[src/twis_pkg.sv]
// Constants, register map and field layout of the timer, watchdog and interrupt block
package twis_pkg;

    // Register offsets on the plain register port
    localparam int unsigned ADDR_W        = 3;
    localparam logic [2:0]  OFS_MODE      = 3'h0;
    localparam logic [2:0]  OFS_COUNT     = 3'h1;
    localparam logic [2:0]  OFS_FLAG      = 3'h2;
    localparam logic [2:0]  OFS_MASK      = 3'h3;
    localparam logic [2:0]  OFS_PBEN      = 3'h4;
    localparam logic [2:0]  OFS_STATUS    = 3'h5;

    // Field positions of the timer0 mode register
    localparam int unsigned MODE_EXT_EDGE = 6;
    localparam int unsigned MODE_CLK_SRC  = 5;
    localparam int unsigned MODE_CLK_EDGE = 4;
    localparam int unsigned MODE_PSC_WDT  = 3;
    localparam int unsigned MODE_RATIO_HI = 2;

    // Bit positions in the flag and mask registers
    localparam int unsigned NUM_SRC       = 6;
    localparam int unsigned SRC_T0        = 0;
    localparam int unsigned SRC_T1        = 1;
    localparam int unsigned SRC_T2        = 2;
    localparam int unsigned SRC_PB        = 3;
    localparam int unsigned SRC_EXT       = 4;
    localparam int unsigned SRC_WDT       = 5;

    // Bit positions in the status register
    localparam int unsigned STAT_TO       = 4;
    localparam int unsigned STAT_PD       = 3;
    localparam int unsigned STAT_GIE      = 0;

    // Reset values
    localparam logic [7:0]  RST_MODE      = 8'h3F;
    localparam logic [7:0]  RST_PBEN      = 8'hFF;
    localparam logic [5:0]  RST_MASK      = 6'h00;

    // Interrupt vectors
    localparam logic [11:0] VEC_INT       = 12'h008;
    localparam logic [11:0] VEC_SWINT     = 12'h001;

    // Watchdog base period counted on the watchdog oscillator
    localparam int unsigned WDT_CNT_W     = 16;
    localparam int unsigned WDT_PERIOD_US = 18000;
    localparam int unsigned WDT_OSC_KHZ   = 32;
    localparam int unsigned WDT_BASE_TICKS = (WDT_PERIOD_US * WDT_OSC_KHZ) / 1000;

    // Synchroniser lanes: port B in 7:0, then external pins
    localparam int unsigned PIN_EXT_INT   = 8;
    localparam int unsigned PIN_T0_CLK    = 9;
    localparam int unsigned PIN_WDT_OSC   = 10;
    localparam int unsigned PIN_W         = 11;

    // Core run state, one-hot
    typedef enum logic [1:0] {
        TWIS_RUN   = 2'b01,
        TWIS_SLEEP = 2'b10
    } twis_state_e;

endpackage

[src/twis_core.sv]
// Timer0, watchdog, shared prescaler, interrupt flags and sleep control
//
// Strobed register access and the address map were chosen for this implementation.
`timescale 1ns/100ps

module twis_core
    import twis_pkg::*;
#(
    parameter logic [WDT_CNT_W-1:0] WDT_BASE = WDT_CNT_W'(WDT_BASE_TICKS)
)(
    input  wire logic                ref_clk_i,
    input  wire logic                nrst_i,
    input  wire logic [ADDR_W-1:0]   reg_addr_i,
    input  wire logic [7:0]          reg_wdata_i,
    input  wire logic                reg_we_i,
    input  wire logic                reg_re_i,
    output logic      [7:0]          reg_rdata_o,
    input  wire logic                watchdog_clear_instr_i,
    input  wire logic                global_int_enable_instr_i,
    input  wire logic                global_int_disable_instr_i,
    input  wire logic                return_from_isr_instr_i,
    input  wire logic                sw_int_instr_i,
    input  wire logic                sleep_instr_i,
    input  wire logic                timer1_wrap_i,
    input  wire logic                timer2_wrap_i,
    input  wire logic                watchdog_action_select_i,
    input  wire logic                watchdog_osc_i,
    input  wire logic                timer0_ext_clock_pin_i,
    input  wire logic                ext_int_pin_i,
    input  wire logic [7:0]          portb_pin_i,
    input  wire logic [7:0]          portb_is_input_i,
    output logic                     int_take_o,
    output logic      [11:0]         int_vector_o,
    output logic                     wake_o,
    output logic                     wdt_reset_o,
    output logic                     osc_stop_o,
    output logic                     io_hold_o
);

    typedef struct packed {
        logic [PIN_W-1:0]     sync1;
        logic [PIN_W-1:0]     sync2;
        logic [PIN_W-1:0]     prev;
        twis_state_e          st;
        logic [7:0]           mode;
        logic [7:0]           count;
        logic [NUM_SRC-1:0]   flags;
        logic [NUM_SRC-1:0]   mask;
        logic [7:0]           pben;
        logic [7:0]           prescaler_assign_bit;
        logic [WDT_CNT_W-1:0] wdt;
        logic                 timeout_flag;
        logic                 powerdown_flag;
        logic                 gie;
        logic [7:0]           rdata;
        logic                 take;
        logic [11:0]          vec;
        logic                 wake;
        logic                 wdt_rst;
    } twis_regs_s;

    // Prescaler terminal value: Timer0 divides by 2^(ratio+1), watchdog by 2^ratio
    function automatic logic [7:0] psc_limit(input logic [2:0] ratio, input logic to_t0);
        logic [7:0] one;
        one = to_t0 ? 8'h02 : 8'h01;
        return (one << ratio) - 8'h01;
    endfunction

    logic       rst_s1_q;
    logic       rst_n;
    twis_regs_s q;
    twis_regs_s d;

    // Reset release through two flops; assertion stays asynchronous
    always_ff @(posedge ref_clk_i or negedge nrst_i)
    begin
        if (!nrst_i)
        begin
            rst_s1_q <= 1'b0;
            rst_n    <= 1'b0;
        end
        else
        begin
            rst_s1_q <= 1'b1;
            rst_n    <= rst_s1_q;
        end
    end

    logic       psc_to_t0;
    logic       clk_rise;
    logic       clk_fall;
    logic       t0_src;
    logic       wdt_rise;
    logic       wdt_base_hit;
    logic       psc_event;
    logic       psc_hit;
    logic [7:0] psc_lim;
    logic       t0_tick;
    logic       wdt_timeout;
    logic       wr_count;
    logic       ext_edge;
    logic [7:0] pb_change;
    logic       pending;
    logic       running;

    // Edge and tick derivation from the second synchroniser stage only
    always_comb
    begin
        psc_to_t0    = ~q.mode[MODE_PSC_WDT];
        clk_rise     = q.sync2[PIN_T0_CLK] & ~q.prev[PIN_T0_CLK];
        clk_fall     = ~q.sync2[PIN_T0_CLK] & q.prev[PIN_T0_CLK];
        t0_src       = q.mode[MODE_CLK_SRC]
                     ? (q.mode[MODE_CLK_EDGE] ? clk_fall : clk_rise)
                     : 1'b1;
        wdt_rise     = q.sync2[PIN_WDT_OSC] & ~q.prev[PIN_WDT_OSC];
        wdt_base_hit = wdt_rise && (q.wdt == WDT_BASE - 1'b1);
        psc_event    = psc_to_t0 ? t0_src : wdt_base_hit;
        // Masked compare, so cutting the ratio below the running count still hits soon
        psc_lim      = psc_limit(q.mode[MODE_RATIO_HI -: 3], psc_to_t0);
        psc_hit      = psc_event && ((q.prescaler_assign_bit & psc_lim) == psc_lim);
        t0_tick      = psc_to_t0 ? psc_hit : t0_src;
        wdt_timeout  = psc_to_t0 ? wdt_base_hit : psc_hit;
        wr_count     = reg_we_i && (reg_addr_i == OFS_COUNT);
        ext_edge     = q.mode[MODE_EXT_EDGE]
                     ? (q.sync2[PIN_EXT_INT] & ~q.prev[PIN_EXT_INT])
                     : (~q.sync2[PIN_EXT_INT] & q.prev[PIN_EXT_INT]);
        // Output pins never raise a change, so driving them cannot self-trigger
        pb_change    = (q.sync2[7:0] ^ q.prev[7:0]) & q.pben & portb_is_input_i;
        pending      = |(q.flags & q.mask);
        running      = (q.st == TWIS_RUN);
    end

    // Next-state of the whole block
    always_comb
    begin
        d         = q;
        d.sync1   = {watchdog_osc_i, timer0_ext_clock_pin_i, ext_int_pin_i, portb_pin_i};
        d.sync2   = q.sync1;
        d.prev    = q.sync2;
        d.take    = 1'b0;
        d.wake    = 1'b0;
        d.wdt_rst = 1'b0;

        // Register writes; flag bits are cleared by writing 0 to them
        if (reg_we_i)
        begin
            unique case (reg_addr_i)
                OFS_MODE:  d.mode  = reg_wdata_i;
                OFS_FLAG:  d.flags = q.flags & reg_wdata_i[NUM_SRC-1:0];
                OFS_MASK:  d.mask  = reg_wdata_i[NUM_SRC-1:0];
                OFS_PBEN:  d.pben  = reg_wdata_i;
                default:   d.mode  = q.mode;
            endcase
        end

        // Timer0 counter; a write wins over the increment of the same cycle
        if (wr_count)
            d.count = reg_wdata_i;
        else if (t0_tick)
            d.count = q.count + 8'h01;

        // Prescaler and watchdog counters
        if (psc_event)
            d.prescaler_assign_bit = psc_hit ? 8'h00 : q.prescaler_assign_bit + 8'h01;
        if (wr_count && psc_to_t0)
            d.prescaler_assign_bit = 8'h00;
        if (wdt_rise)
            d.wdt = wdt_base_hit ? '0 : q.wdt + 1'b1;
        if (running && (watchdog_clear_instr_i || sleep_instr_i))
        begin
            d.wdt = '0;
            if (!psc_to_t0)
                d.prescaler_assign_bit = 8'h00;
            d.timeout_flag   = 1'b1;
            d.powerdown_flag = ~sleep_instr_i;
        end

        // Event flags; sets come after the register write so they win over a write clear
        if (t0_tick && !wr_count && q.count == 8'hFF)
            d.flags[SRC_T0] = 1'b1;
        if (timer1_wrap_i)
            d.flags[SRC_T1] = 1'b1;
        if (timer2_wrap_i)
            d.flags[SRC_T2] = 1'b1;
        if (ext_edge)
            d.flags[SRC_EXT] = 1'b1;
        // The change flag alone needs its mask bit to be set
        if ((|pb_change) && q.mask[SRC_PB])
            d.flags[SRC_PB] = 1'b1;
        if (wdt_timeout && !watchdog_action_select_i)
            d.flags[SRC_WDT] = 1'b1;

        // Global enable and vectoring
        if (running)
        begin
            if (global_int_enable_instr_i || return_from_isr_instr_i)
                d.gie = 1'b1;
            else if (global_int_disable_instr_i)
                d.gie = 1'b0;
            if (sw_int_instr_i)
            begin
                d.take = 1'b1;
                d.vec  = VEC_SWINT;
                d.gie  = 1'b0;
            end
            else if (q.gie && pending && !q.take)
            begin
                d.take = 1'b1;
                d.vec  = VEC_INT;
                d.gie  = 1'b0;
            end
            if (sleep_instr_i && !sw_int_instr_i)
                d.st = TWIS_SLEEP;
        end
        else if ((ext_edge && q.mask[SRC_EXT]) ||
                 ((|pb_change) && q.mask[SRC_PB]) ||
                 (wdt_timeout && !watchdog_action_select_i))
        begin
            // Wake leaves the enable untouched, so vectoring follows next cycle only if it was set
            d.st   = TWIS_RUN;
            d.wake = 1'b1;
        end

        // Reset-mode time-out reinitialises control state, powerdown kept
        if (wdt_timeout && watchdog_action_select_i)
        begin
            d.wdt_rst      = 1'b1;
            d.timeout_flag = 1'b0;
            d.st    = TWIS_RUN;
            d.mode  = RST_MODE;
            d.mask  = RST_MASK;
            d.pben  = RST_PBEN;
            d.flags = '0;
            d.gie   = 1'b0;
            d.take  = 1'b0;
            d.wdt   = '0;
            d.prescaler_assign_bit   = 8'h00;
        end

        // Read data valid in the cycle after the strobe
        d.rdata = 8'h00;
        if (reg_re_i)
        begin
            unique case (reg_addr_i)
                OFS_MODE:   d.rdata = q.mode;
                OFS_COUNT:  d.rdata = q.count;
                OFS_FLAG:   d.rdata = {2'b00, q.flags & q.mask};
                OFS_MASK:   d.rdata = {2'b00, q.mask};
                OFS_PBEN:   d.rdata = q.pben;
                OFS_STATUS: d.rdata = {3'b000, q.timeout_flag, q.powerdown_flag, 2'b00, q.gie};
                default:    d.rdata = 8'h00;
            endcase
        end
    end

    // State register; power-on leaves both status flags set
    always_ff @(posedge ref_clk_i or negedge rst_n)
    begin
        if (!rst_n)
        begin
            q                <= '0;
            q.st             <= TWIS_RUN;
            q.mode           <= RST_MODE;
            q.pben           <= RST_PBEN;
            q.mask           <= RST_MASK;
            q.timeout_flag   <= 1'b1;
            q.powerdown_flag <= 1'b1;
        end
        else
        begin
            q <= d;
        end
    end

    assign reg_rdata_o  = q.rdata;
    assign int_take_o   = q.take;
    assign int_vector_o = q.vec;
    assign wake_o       = q.wake;
    assign wdt_reset_o  = q.wdt_rst;
    assign osc_stop_o   = (q.st == TWIS_SLEEP);
    assign io_hold_o    = (q.st == TWIS_SLEEP);
endmodule

[config.mk]
export PLATFORM = sky130hd
export DESIGN_NAME = twis_core
export DESIGN_NICKNAME = d
export VERILOG_FILES = /design/src/twis_pkg.sv /design/src/twis_core.sv
export SDC_FILE = /design/constraint.sdc
export NUM_CORES = 1
export LEC_CHECK = 0
export ABC_CLOCK_PERIOD_IN_PS = 4400
export BUFFER_PORTS_ARGS = -buffer_cell sky130_fd_sc_hd__buf_2
export CAP_MARGIN = 30
export CORE_UTILIZATION = 51
export DETAILED_ROUTE_END_ITERATION = 12
export HOLD_SLACK_MARGIN = 0.12
export PLACE_DENSITY = 0.71
export SLEW_MARGIN = 25
export SYNTH_ARGS = -nofsm -noshare
export SYNTH_HDL_FRONTEND = slang
export SYNTH_SLANG_ARGS = --single-unit
[constraint.sdc]
create_clock -name ref_clk_i -period 4.4 [get_ports ref_clk_i]
set_clock_uncertainty 0.05 [all_clocks]
set_input_delay 0.44 -clock ref_clk_i [delete_from_list [all_inputs] [get_ports ref_clk_i]]
set_output_delay 0.44 -clock ref_clk_i [all_outputs]
set_load 0.01 [all_outputs]
==> summary.log, run 1 <==
qor: outcome.status finished, final reports clean
qor: clock_network.clkLatencyLatePin 0.54 ns
qor: synth.simple_gate_portion_of_the_synthesized_area 20.9%
qor: global_route.grt_usage 25.5%
qor: clock_network.cts_resized 0
qor: cells_and_area.syn2layout_area_growth 18.3%
qor: power.pwr-share-comb 22.3%
qor: global_route.grt_first_pass_wirelength 22,000 um
qor: clock_network.number_of_buffers_added_by_the_clock_tree_synthesis_step 17
qor: power.total_leakage_power 3.05 nW
qor: sta.post-route-min-period 3.87 ns
qor: placed_design.dp.final_hpwl 9110 um
qor: route.drc 0
qor: synth.synth_seq_cells 113
qor: worst_hold_path.min_delay_path_depth 3
qor: synth.synthMostInstantiatedCell dfrtp_1
qor: power.power.share.sequential 38.5%
qor: worst_setup_path.worstSetupEndpointType flop
qor: global_route.grt_pass1_vias 4,319
qor: worst_setup_path.cp.required 4.77 ns
qor: synth.synth-edff-count 0
qor: global_route.grt_max_degree 67
qor: route.drt_first_pass_iters 5
qor: sta.achievable_clock_frequency 259 MHz
qor: sta.setup_tns 0 ns
qor: cells_and_area.layout-drive-gt1-share 20.5%
qor: placed_design.preCtsSetupSlack 0.554 ns
qor: cells_and_area.final_net_count 669
qor: synth.cell_type_contributing_the_most_total_cell_area_after_synthesis dfrtp_1
qor: power.cell_internal_pwr 2.57 mW
qor: synth.async_flop_share 100%
qor: cells_and_area.n_antenna_cell 0
qor: synth.synthesized_area_fraction_occupied_by_adder_cells 1.33%
qor: power.switching_pwr 1.14 mW
qor: route.route.antenna.remaining_nets 0
qor: worst_setup_path.worst_r2r_startpoint q[81]$_DFFE_PN1P_
qor: sta.fin_ws 0.535 ns
qor: worst_setup_path.regToRegEndpoint q[37]$_DFFE_PN0P_
qor: floorplan.chipHeight 107 um
qor: job.timing.max_cap.violations 0
qor: synth.synthesis.yosys.warnings 0
qor: cells_and_area.post-route-util 61.7%
qor: worst_setup_path.reg2regPathDepth 11
qor: clock_network.cts_tree built
qor: floorplan.initial_utilization 52.2%
qor: power.ir_drop 0.402 mV
qor: worst_setup_path.critical_path_arrival 4.23 ns
qor: worst_hold_path.min_delay_worst_endpoint q[57]$_DFFE_PN1P_
qor: power.power-per-cell-area 554 mW/mm^2
qor: sta.max_slew_margin 42.6%
qor: worst_hold_path.timing.hold.worst.start reg_wdata_i[7]
qor: worst_setup_path.regToRegSetupSlack 0.53 ns
qor: worst_setup_path.timing_worst_setup_path_type flop to flop
qor: route.viasPerCell 5.78
qor: clock_network.cts-htree-levels 4
qor: power.netSwitchingFraction 30.6%
qor: floorplan.area_enclosed_by_the_die_boundary 0.0115 mm^2
qor: synth.commonest_cells_in_the_synthesized_netlist dfrtp_1 (96), nand2_1 (71), nor2_1 (44), nand3_1 (32), buf_4 (23)
qor: placed_design.routabilityCongestion 0.874
qor: synth.synth.area.mux_share 3.67%
qor: worst_setup_path.worst-path-max-fanout 31
qor: sta.grt_setup_unrepaired no
qor: power.power.clock.fraction 39.2%
qor: route.detailedRoute.firstIterationViolations 339
qor: cells_and_area.final.fill_count 891
qor: sta.final.period_utilization 87.8%
qor: clock_network.cts_sinks 113
qor: synth.synth_largest_type_area_fraction 42.5%
qor: floorplan.num_rows 38
qor: synth.mappedNetlistArea 0.00566 mm^2
qor: clock_network.path_clk_slew 0.06 ns
qor: placed_design.place_area 0.00589 mm^2
qor: placed_design.placement.io_buffers 57
qor: sta.final_count_of_negative_setup_slack_endpoints 0
qor: sta.drv_slew 0
qor: synth.synth_area_per_cell 10.1 um^2
qor: floorplan.io_pins 68
qor: synth.ys.flop_type dfrtp_1
qor: floorplan.die_w 107 um
qor: cells_and_area.fin_area 0.00669 mm^2
qor: floorplan.core_region_area 0.0108 mm^2
qor: clock_network.clock-root-buffer clkbuf_8
qor: worst_setup_path.critical_path.startpoint_type flop
qor: global_route.number_of_antenna_violations_at_the_first_check_in_global_routing 0
qor: sta.finalHoldViolations 0
qor: synth.synth_xor_area_share 4.18%
qor: synth.combinational_family_with_the_most_area_after_synthesis simple AND/OR/NAND/NOR gates
qor: worst_hold_path.holdCritPathClass input pin to flop
qor: global_route.grt_overflow 0
qor: route.drt_wl_total 13,500 um
qor: synth.synth.yosys.seq_area_share 50.4%
qor: route.routed-via-count 4,466
qor: synth.dominant_cells_by_area_after_synthesis dfrtp_1 (42%), dfstp_2 (7.9%), nand2_1 (4.7%)
qor: clock_network.post-cts-setup-buffer-count 0
qor: synth.synthesized_area_fraction_occupied_by_ao_oa_aoi_and_oai_cells 13.5%
qor: synth.netlist_instances 562
qor: sta.worst_pin_slew 0.861 ns
qor: route.detail_route.wl_per_cell 17.5 um
qor: synth.yosysUniqueCellTypes 70
qor: clock_network.clock_tree.buffer_depth 2
qor: sta.hold-worst-slack 0.138 ns
==> sequential cells by signal, summed over array words and instances, names as in the netlist <==
name and flops:
reg_rdata_o 8, wdt_reset_o 1, int_take_o 1, rst_n 1
int_vector_o 2, q 76, d 22, rst_s1_q 1
wake_o 1
==> final cells by class <==
| cell class | count | area (um^2) | area share (%) |
|---|---|---|---|
| flip-flops and latches | 113 | 2850 | 42.6 |
| multi-input cells | 395 | 2500 | 37.4 |
| clock buffers | 23 | 477 | 7.12 |
| repair buffers | 75 | 463 | 6.92 |
| well taps | 140 | 175 | 2.62 |
| clock inverters | 9 | 153 | 2.28 |
| inverters | 18 | 67.6 | 1.01 |
==> through the flow <==
| stage | power [mW] | std cells |
|---|---|---|
| 2_1_floorplan | 2.03 | 571 |
| 3_3_place_gp | 2.20 | 724 |
| 3_5_place_dp | 2.23 | 724 |
| 4_1_cts | 3.72 | 773 |
| 5_1_grt | 3.89 | 773 |
| 6_report | 3.71 | 773 |
==> metal layers <==
metal	GRT usage [%]	vias up	wire length [um]
met4	9.10	0	240
li1	-	2069	-
met5	0	-	0
met2	37.5	191	6070
met1	35.3	2185	6050
met3	8.47	21	1160
==> cells in the final DEF, fill, tap and decap left out, types with 3 or more instances in the layout <==
| master | count |
|---|---|
| or3_1 | 5 |
| nand3_1 | 32 |
| a22oi_1 | 3 |
| nor2b_1 | 7 |
| clkinv_2 | 3 |
| o22ai_1 | 15 |
| xnor2_1 | 15 |
| clkbuf_8 | 5 |
| dlygate4sd3_1 | 17 |
| dfrtp_1 | 95 |
| buf_2 | 57 |
| nand2_1 | 71 |
| nor4b_1 | 3 |
| nor3_2 | 4 |
| o21a_1 | 4 |
| nor2_1 | 44 |
| nor3_1 | 11 |
| nand3b_1 | 5 |
| a31oi_1 | 4 |
| and3b_1 | 4 |
| inv_1 | 17 |
| nand4_1 | 13 |
| ha_1 | 6 |
| conb_1 | 11 |
| xor2_1 | 12 |
| and2_1 | 8 |
| a211oi_2 | 4 |
| mux4_2 | 3 |
| mux2i_1 | 14 |
| a21oi_1 | 14 |
| bufinv_16 | 4 |
| nand2b_1 | 3 |
| dfstp_2 | 17 |
| o211ai_1 | 9 |
| clkbuf_16 | 16 |
| o21ai_0 | 19 |
| and3_1 | 8 |
==> repair_timing <==
action | CTS | global route
hold endpoints to repair | 17 | 0
hold buffers | 17 | 0
endpoints found under the setup margin | 0 | 0
==> power by group through the flow <==
stage / clock network (mW) / registers, mW / logic, mW
after floorplan: 0 / 1.37 / 0.662
after detailed placement: 0 / 1.44 / 0.796
final: 1.45 / 1.43 / 0.826
after global routing: 1.52 / 1.45 / 0.917
after CTS: 1.47 / 1.42 / 0.823
after global placement: 0 / 1.43 / 0.773
==> logic make-up after synthesis <==
| group | Yosys count |
|---|---|
| compound gates | 102 |
| xor+xnor | 27 |
| fa+ha+maj | 6 |
| buf+inv | 63 |
| flops | 113 |
| mux | 17 |
| other cells | 2 |
| simple gates | 232 |
==> worst max-delay path, stage by stage (launching register included) <==
cell	delay (ns)
dfstp_2	0.60
ha_1	0.43
nor3b_1	0.32
inv_1	0.08
ha_1	0.30
or3b_4	0.29
a31oi_4	0.09
a221o_1	0.35
a41oi_1	0.27
nand3b_4	0.31
inv_2	0.30
a2111oi_2	0.35
==> how the worst max path moves through the flow <==
stage | from | endpoint | slack [ns] | depth (start not counted)
finish | q[81]$_DFFE_PN1P_ | q[37]$_DFFE_PN0P_ | 0.53 | 11
global route | q[81]$_DFFE_PN1P_ | q[37]$_DFFE_PN0P_ | 0.25 | 11
CTS | q[81]$_DFFE_PN1P_ | q[37]$_DFFE_PN0P_ | 0.55 | 11
detailed placement | q[81]$_DFFE_PN1P_ | q[37]$_DFFE_PN0P_ | 0.55 | 11
global placement | q[81]$_DFFE_PN1P_ | q[37]$_DFFE_PN0P_ | 0.74 | 11
floorplan | rst_n$_DFF_PN0_ | d[100]$_DFF_PN0_ | 1.0 | 0
Note: power is estimated with default switching activity, not from simulation.
==> run 2, diff against run 1 <==
ABC_CLOCK_PERIOD_IN_PS = unset   (was 4400)
CORE_UTILIZATION = 55   (was 51)
PLACE_DENSITY = 0.76   (was 0.71)
clock period = 3.95 ns   (was 4.4 ns; I/O delays follow)
==> run 2 against run 1 <==
  * Cell area increased by 0.92%
  * Clock power about the same
  * Via count increased by 0.81%
  * Largest power group is now registers
  * Critical path depth increased by 1
  * Fmax increased by 7.7%
  * Worst hold slack improved by 0.0047 ns
  * Worst setup slack got worse by 0.17 ns
  * Global-route usage increased by 1.8 points
  * Combinational power increased by 12%
  * Non-clock buffer count increased by 13
  * Flip-flop and latch count unchanged
  * Critical endpoint is now q[66]$_DFFE_PN0P_
  * Critical path type unchanged
  * Final cell count increased by 0.78%
==> summary.log, run 2 (same netlist as run 1, synthesis figures left out) <==
qor: clock_network.clkLatencyLatePin 0.52 ns [-0.02 ns]
qor: clock_network.number_of_buffers_added_by_the_clock_tree_synthesis_step 17 [unchanged]
qor: outcome.status finished, final reports clean
qor: cells_and_area.layout_commonest_cell dfrtp_1
qor: route.routed-via-count 4,502 [+0.81%]
qor: worst_setup_path.worstSetupEndpointType flop
qor: power.report.power.total 3.97 mW [+7.2%]
qor: floorplan.die_w 103 um [-3.6%]
qor: worst_setup_path.timing_worst_setup_path_type flop to flop
qor: placed_design.dp.final_hpwl 9190 um [+0.89%]
qor: worst_setup_path.reg2regPathDepth 12 [+1]
qor: worst_setup_path.worst-path-max-fanout 17 [-45%]
qor: cells_and_area.final.fill_count 731 [-18%]
qor: global_route.grt_overflow 0 [unchanged]
qor: sta.drv_slew 0 [unchanged]
qor: cells_and_area.reg_with_most_ffs q
qor: power.ir_drop 0.388 mV [-3.4%]
qor: worst_setup_path.critPathSlowestCell dfstp_2
qor: worst_setup_path.cp.required 4.30 ns [-0.47 ns]
qor: sta.final_count_of_negative_setup_slack_endpoints 0 [unchanged]
qor: global_route.grt_max_degree 64 [-4.5%]
qor: clock_network.cts_sinks 113 [unchanged]
qor: sta.max_slew_margin 48.2% [+5.6 points]
qor: route.drt_wl_total 13,500 um [-0.36%]
qor: route.detailedRoute.firstIterationViolations 267 [-21%]
qor: worst_setup_path.timing.critical_path.cells inv_1, ha_1, nand2_1, ha_1, or3b_4, o2111ai_1, o2111a_1, a41oi_1, nand3b_4, inv_2, buf_12, a21oi_1
qor: floorplan.num_rows 36 [-5.3%]
qor: clock_network.cts_tree built
qor: worst_setup_path.critical_path.startpoint_type flop
qor: worst_hold_path.min_delay_path_depth 2 [-1]
qor: worst_hold_path.holdCritPathClass input pin to flop
qor: floorplan.io_pins 68 [unchanged]
qor: sta.finalHoldViolations 0 [unchanged]
qor: clock_network.post-cts-setup-buffer-count 0 [unchanged]
qor: cells_and_area.syn2layout_area_growth 19.3%
qor: sta.final.period_utilization 90.9% [+3.0 points]
qor: cells_and_area.mostFrequentLayoutCells dfrtp_1 (95), nand2_1 (71), buf_2 (57)
qor: floorplan.core_region_area 0.00986 mm^2 [-9.0%]
qor: worst_setup_path.cpMostUsedCell ha_1
qor: worst_setup_path.cpPeakStageDelay 0.54 ns [-0.06 ns]
qor: global_route.grt_pass1_vias 4,420 [+2.3%]
qor: cells_and_area.post-route-util 68.5% [+6.7 points]
qor: cells_and_area.layout-drive-gt1-share 20.9% [+0.36 points]
qor: cells_and_area.n_antenna_cell 0 [unchanged]
qor: clock_network.clock-root-buffer clkbuf_8
qor: clock_network.clock_tree.buffer_depth 2 [unchanged]
qor: power.total_leakage_power 3.07 nW [+0.68%]
qor: sta.worst_pin_slew 0.777 ns [-0.0836 ns]
qor: power.power-per-cell-area 588 mW/mm^2 [+6.2%]
qor: floorplan.area_enclosed_by_the_die_boundary 0.0107 mm^2 [-7.1%]
qor: floorplan.chipHeight 103 um [-3.6%]
qor: sta.setup_tns 0 ns [unchanged]
qor: clock_network.cts_resized 0 [unchanged]
qor: cells_and_area.largest_register_ffs 76 [unchanged]
qor: route.route.antenna.remaining_nets 0 [unchanged]
qor: placed_design.routabilityCongestion 0.922 [+5.4%]
qor: placed_design.placement.io_buffers 57 [unchanged]
qor: route.detail_route.wl_per_cell 17.3 um [-1.1%]
qor: sta.grt_setup_unrepaired no
qor: cells_and_area.final_net_count 682 [+1.9%]
qor: clock_network.cts-htree-levels 4 [unchanged]
qor: worst_setup_path.critical_path_arrival 3.94 ns [-0.29 ns]
qor: clock_network.path_clk_slew 0.06 ns [about the same]
qor: floorplan.initial_utilization 57.4% [+5.2 points]
qor: route.viasPerCell 5.78 [about the same]
qor: route.drt_first_pass_iters 5 [unchanged]
qor: global_route.grt_usage 27.3% [+1.8 points]
qor: sta.achievable_clock_frequency 279 MHz [+7.7%]
qor: global_route.grt_first_pass_wirelength 21,700 um [-1.3%]
qor: job.timing.max_cap.violations 0 [unchanged]
qor: route.drc 0 [unchanged]
qor: global_route.number_of_antenna_violations_at_the_first_check_in_global_routing 0 [unchanged]
qor: sta.post-route-min-period 3.59 ns [-0.276 ns]
run 2: cell types whose count changed in the layout (fill, tap and decap cells not counted):
cell	delta
clkbuf_1	-1
clkinvlp_4	+2
inv_8	+3
bufinv_16	-3
inv_6	+4
clkinv_2	-3
buf_12	+1
dlygate4sd3_1	+9
clkbuf_8	-4
clkinv_4	+2
buf_4	+3
run 2: per-layer routing:
| metal | GRT usage [%] | routed length, um | up-vias | share of wire [%] |
|---|---|---|---|---|
| li1 | - | - | 2102 | - |
| met1 | 33.3 | 5390 | 2198 | 40 |
| met2 | 45.4 | 6830 | 165 | 51 |
| met3 | 6.85 | 820 | 37 | 6.1 |
| met4 | 13.2 | 433 | 0 | 3.2 |
| met5 | 0 | 0 | - | 0 |
run 2: cell type report:
class	count	area (um^2)	share of cell area, %
Clock buffer	18	418	6.19
Timing Repair Buffer	88	596	8.82
Tap cell	133	166	2.46
Inverter	18	67.6	1.00
Sequential cell	113	2850	42.2
Clock inverter	14	149	2.20
Multi-Input combinational cell	395	2500	37.1
run 2: report_power, final:
group          internal [mW]  switching, mW
combinational          0.408          0.516
clock                  0.857          0.601
sequential              1.37          0.222
run 2: final timing paths:
kind,from,end,slack [ns]
setup / recovery,q[78]$_DFFE_PN1P_,q[66]$_DFFE_PN0P_,0.36
hold / removal,reg_re_i,reg_rdata_o[3]$_DFF_PN0_,0.14
setup reg to reg,q[78]$_DFFE_PN1P_,q[66]$_DFFE_PN0P_,0.36
hold reg to reg,d[108]$_DFF_PN0_,d[97]$_DFF_PN0_,0.30
max in group asynchronous,rst_n$_DFF_PN0_,q[86]$_DFFE_PN1P_,2.60
min in group asynchronous,rst_n$_DFF_PN0_,q[74]$_DFFE_PN0P_,0.35
run 2: through the flow:
stage               cells  area, um^2  hold slack (ns)  setup WS (ns)
floorplan             571        5690           0.0494          0.549
global placement      721        5930            0.131          0.503
global route          779        6750            0.125          0.169
finish                779        6750            0.143          0.361
detailed placement    721        5930            0.131          0.411
CTS                   779        6750            0.126          0.390
run 2: repair_timing:
item / 4_1_cts / 5_1_grt
hold endpoints to repair: 34 / 0
setup endpoints to repair: 0 / 0
hold buffers: 26 / 0
run 2: critical path, delay by kind of cell (launching register included):
family | cells | cell delay [ns]
fa+ha+maj | 2 | 0.74
simple gates | 3 | 0.88
compound gates | 4 | 0.61
buf+inv | 3 | 0.65
flops | 1 | 0.54
==> run 3, diff against run 2 <==
SETUP_SLACK_MARGIN = 0.4   (was unset)
==> run 3 against run 2 <==
  * Sequential share of layout area is 0.055 points lower
  * Non-clock buffer count stayed put
  * Fmax is 6.5% higher
  * Clock-buffer cell count stayed put
  * Cell area is 0.13% higher
  * Die area stayed put
  * Worst setup slack better by 0.22 ns
  * Critical path depth is 2 lower
  * Final cell count stayed put
  * Routed wire length hardly changed
  * Clock power hardly changed
  * Global-route usage stayed put
  * Critical path type unchanged
  * Largest power group unchanged
==> summary.log, run 3 (same netlist as run 1, synthesis figures left out) <==
qor: outcome.status finished, final reports clean
qor: worst_setup_path.cpMostUsedCell o2111ai_1
qor: sta.setup_tns 0 ns [unchanged]
qor: route.route.antenna.remaining_nets 0 [unchanged]
qor: route.detail_route.wl_per_cell 17.3 um [about the same]
qor: cells_and_area.reg_with_most_ffs q
qor: global_route.grtUsageMet1 33.3% [unchanged]
qor: cells_and_area.final_net_count 682 [unchanged]
qor: floorplan.core_region_area 0.00986 mm^2 [unchanged]
qor: route.routed-via-count 4,509 [+0.16%]
qor: cells_and_area.final.fill_count 729 [-0.27%]
qor: global_route.grt_overflow 0 [unchanged]
qor: cells_and_area.layout_commonest_cell dfrtp_1
qor: global_route.global_route.peak_usage_layer met2
qor: sta.final.period_utilization 85.3% [-5.5 points]
qor: worst_setup_path.critical_path_arrival 3.73 ns [-0.21 ns]
qor: worst_setup_path.critPathBufInv 1 [-2]
qor: clock_network.cts_tree built
qor: clock_network.clock_tree.buffer_depth 2 [unchanged]
qor: route.detailedRoute.firstIterationViolations 281 [+5.2%]
qor: global_route.globalRouteMet3Util 6.85% [unchanged]
qor: cells_and_area.mostFrequentLayoutCells dfrtp_1 (95), nand2_1 (71), buf_2 (57)
qor: sta.achievable_clock_frequency 297 MHz [+6.5%]
qor: cells_and_area.n_antenna_cell 0 [unchanged]
qor: floorplan.num_rows 36 [unchanged]
qor: route.drt_wl_total 13,500 um [about the same]
qor: worst_hold_path.holdCritPathClass input pin to flop
qor: worst_setup_path.crit_path_start q[78]$_DFFE_PN1P_
qor: sta.final_count_of_negative_setup_slack_endpoints 0 [unchanged]
qor: cells_and_area.layout-drive-gt1-share 21.2% [+0.31 points]
qor: cells_and_area.count_of_non_filler_cells_in_the_finished_layout 779 [unchanged]
qor: cells_and_area.fin_area 0.00676 mm^2 [+0.13%]
qor: route.drc 0 [unchanged]
qor: global_route.number_of_antenna_violations_at_the_first_check_in_global_routing 0 [unchanged]
qor: worst_setup_path.critPathSlowestCell dfstp_2
qor: clock_network.number_of_buffers_added_by_the_clock_tree_synthesis_step 17 [unchanged]
qor: power.pwr-share-comb 23.3% [about the same]
qor: cells_and_area.syn2layout_area_growth 19.5%
qor: sta.max_slew_margin 47.9% [-0.35 points]
qor: global_route.grt_pass1_vias 4,420 [unchanged]
qor: worst_setup_path.regToRegSetupSlack 0.58 ns [+0.22 ns]
qor: global_route.grt_max_degree 64 [unchanged]
qor: worst_setup_path.crit_cells 10 [-2]
qor: power.ir_drop 0.385 mV [-0.81%]
qor: clock_network.post-cts-setup-buffer-count 0 [unchanged]
qor: clock_network.clock-root-buffer clkbuf_8
qor: power.switching_pwr 1.34 mW [+0.12%]
qor: worst_setup_path.worstSetupEndpointType flop
qor: worst_setup_path.cpPeakStageDelay 0.54 ns [about the same]
qor: floorplan.initial_utilization 57.4% [unchanged]
qor: power.power.clock.fraction 36.7% [about the same]
qor: sta.grt_setup_unrepaired no
qor: worst_setup_path.reg2regPathDepth 10 [-2]
qor: clock_network.cts_sinks 113 [unchanged]
qor: global_route.grt_usage 27.3% [unchanged]
qor: worst_setup_path.worst-path-max-fanout 10 [-7]
qor: worst_setup_path.regToRegEndpoint q[87]$_DFFE_PN0P_
qor: power.total_leakage_power 3.07 nW [about the same]
qor: power.netSwitchingFraction 33.7% [about the same]
qor: placed_design.routabilityCongestion 0.922 [unchanged]
qor: route.viasPerCell 5.79 [+0.16%]
qor: placed_design.dp.final_hpwl 9190 um [unchanged]
qor: sta.finalHoldViolations 0 [unchanged]
qor: worst_setup_path.timing_worst_setup_path_type flop to flop
qor: route.drt_first_pass_iters 5 [unchanged]
qor: power.power-per-cell-area 588 mW/mm^2 [about the same]
qor: clock_network.path_clk_slew 0.06 ns [about the same]
qor: floorplan.io_pins 68 [unchanged]
qor: worst_setup_path.worstSetupEndpoint q[87]$_DFFE_PN0P_
qor: worst_setup_path.cp.required 4.31 ns [about the same]
qor: sta.post-route-min-period 3.37 ns [-0.219 ns]
qor: placed_design.place_area 0.00593 mm^2 [unchanged]
qor: global_route.grt_first_pass_wirelength 21,700 um [unchanged]
qor: worst_setup_path.timing.critical_path.cells inv_1, ha_1, nand2_1, ha_2, or3b_4, o2111ai_1, o2111ai_1, nor4_1, o21ai_0, a21o_1
qor: floorplan.die_w 103 um [unchanged]
qor: sta.worst_pin_slew 0.782 ns [+0.00524 ns]
qor: job.timing.max_cap.violations 0 [unchanged]
qor: placed_design.placement.io_buffers 57 [unchanged]
qor: worst_setup_path.critical_path.startpoint_type flop
qor: clock_network.clkLatencyLatePin 0.53 ns [about the same]
qor: worst_setup_path.critical-path-top-delay-family simple AND/OR/NAND/NOR gates
qor: worst_setup_path.worst_r2r_startpoint q[78]$_DFFE_PN1P_
qor: global_route.gr-usage-met2 45.4% [unchanged]
qor: power.power.share.sequential 40.0% [about the same]
qor: sta.drv_slew 0 [unchanged]
qor: placed_design.dp_cells 721 [unchanged]
qor: power.cell_internal_pwr 2.64 mW [about the same]
qor: cells_and_area.largest_register_ffs 76 [unchanged]
qor: floorplan.chipHeight 103 um [unchanged]
qor: floorplan.area_enclosed_by_the_die_boundary 0.0107 mm^2 [unchanged]
qor: clock_network.cts-htree-levels 4 [unchanged]
qor: cells_and_area.post-route-util 68.5% [+0.089 points]
## run 3: cell counts in the layout (fill, tap and decap cells not counted)
No cell type changed its count.
## run 3: routing by layer
metal / vias to the layer above / share of wire (%) / routed length [um]
met5: - / 0 / 0
met4: 0 / 3.2 / 429
met3: 34 / 6.3 / 843
met2: 174 / 51 / 6830
met1: 2201 / 40 / 5380
li1: 2100 / - / -
## run 3: layout make-up
type | count | area [um^2] | share of cell area (%)
multi-input combinational | 395 | 2510 | 37.1
inverter | 18 | 72.6 | 1.07
tap | 133 | 166 | 2.46
sequential | 113 | 2850 | 42.2
clock buffer | 18 | 418 | 6.18
timing repair buffer | 88 | 596 | 8.81
clock inverter | 14 | 149 | 2.20
## run 3: what timing repair did
| action | 4_1_cts | 5_1_grt |
|---|---|---|
| endpoints found under the hold margin | 34 | 0 |
| hold buffers | 26 | 0 |
| gates resized for setup | 1 | 3 |
| setup endpoints to repair | 3 | 26 |
## run 3: power groups by stage
stage / combinational [mW] / clock [mW] / sequential, mW
floorplan: 0.737 / 0 / 1.52
global placement: 0.865 / 0 / 1.59
detailed placement: 0.892 / 0 / 1.60
CTS: 0.922 / 1.47 / 1.58
global route: 1.03 / 1.53 / 1.62
finish: 0.925 / 1.46 / 1.59
## run 3: stage by stage
| stage | power [mW] | hold WS [ns] | setup WS, ns |
|---|---|---|---|
| final | 3.98 | 0.141 | 0.579 |
| after global routing | 4.17 | 0.125 | 0.419 |
| after global placement | 2.46 | 0.131 | 0.503 |
| after CTS | 3.98 | 0.126 | 0.507 |
| after floorplan | 2.26 | 0.0494 | 0.549 |
| after detailed placement | 2.49 | 0.131 | 0.411 |
## run 3: worst min-delay path by stage
stage                   from                        to  slack [ns]  cells after the start
floorplan             nrst_i           rst_n$_DFF_PN0_        0.05                      0
global placement      nrst_i        rst_s1_q$_DFF_PN0_        0.13                      1
detailed placement    nrst_i        rst_s1_q$_DFF_PN0_        0.13                      1
CTS                 reg_re_i  reg_rdata_o[3]$_DFF_PN0_        0.13                      2
global route        reg_re_i  reg_rdata_o[3]$_DFF_PN0_        0.13                      2
finish              reg_re_i  reg_rdata_o[3]$_DFF_PN0_        0.14                      2
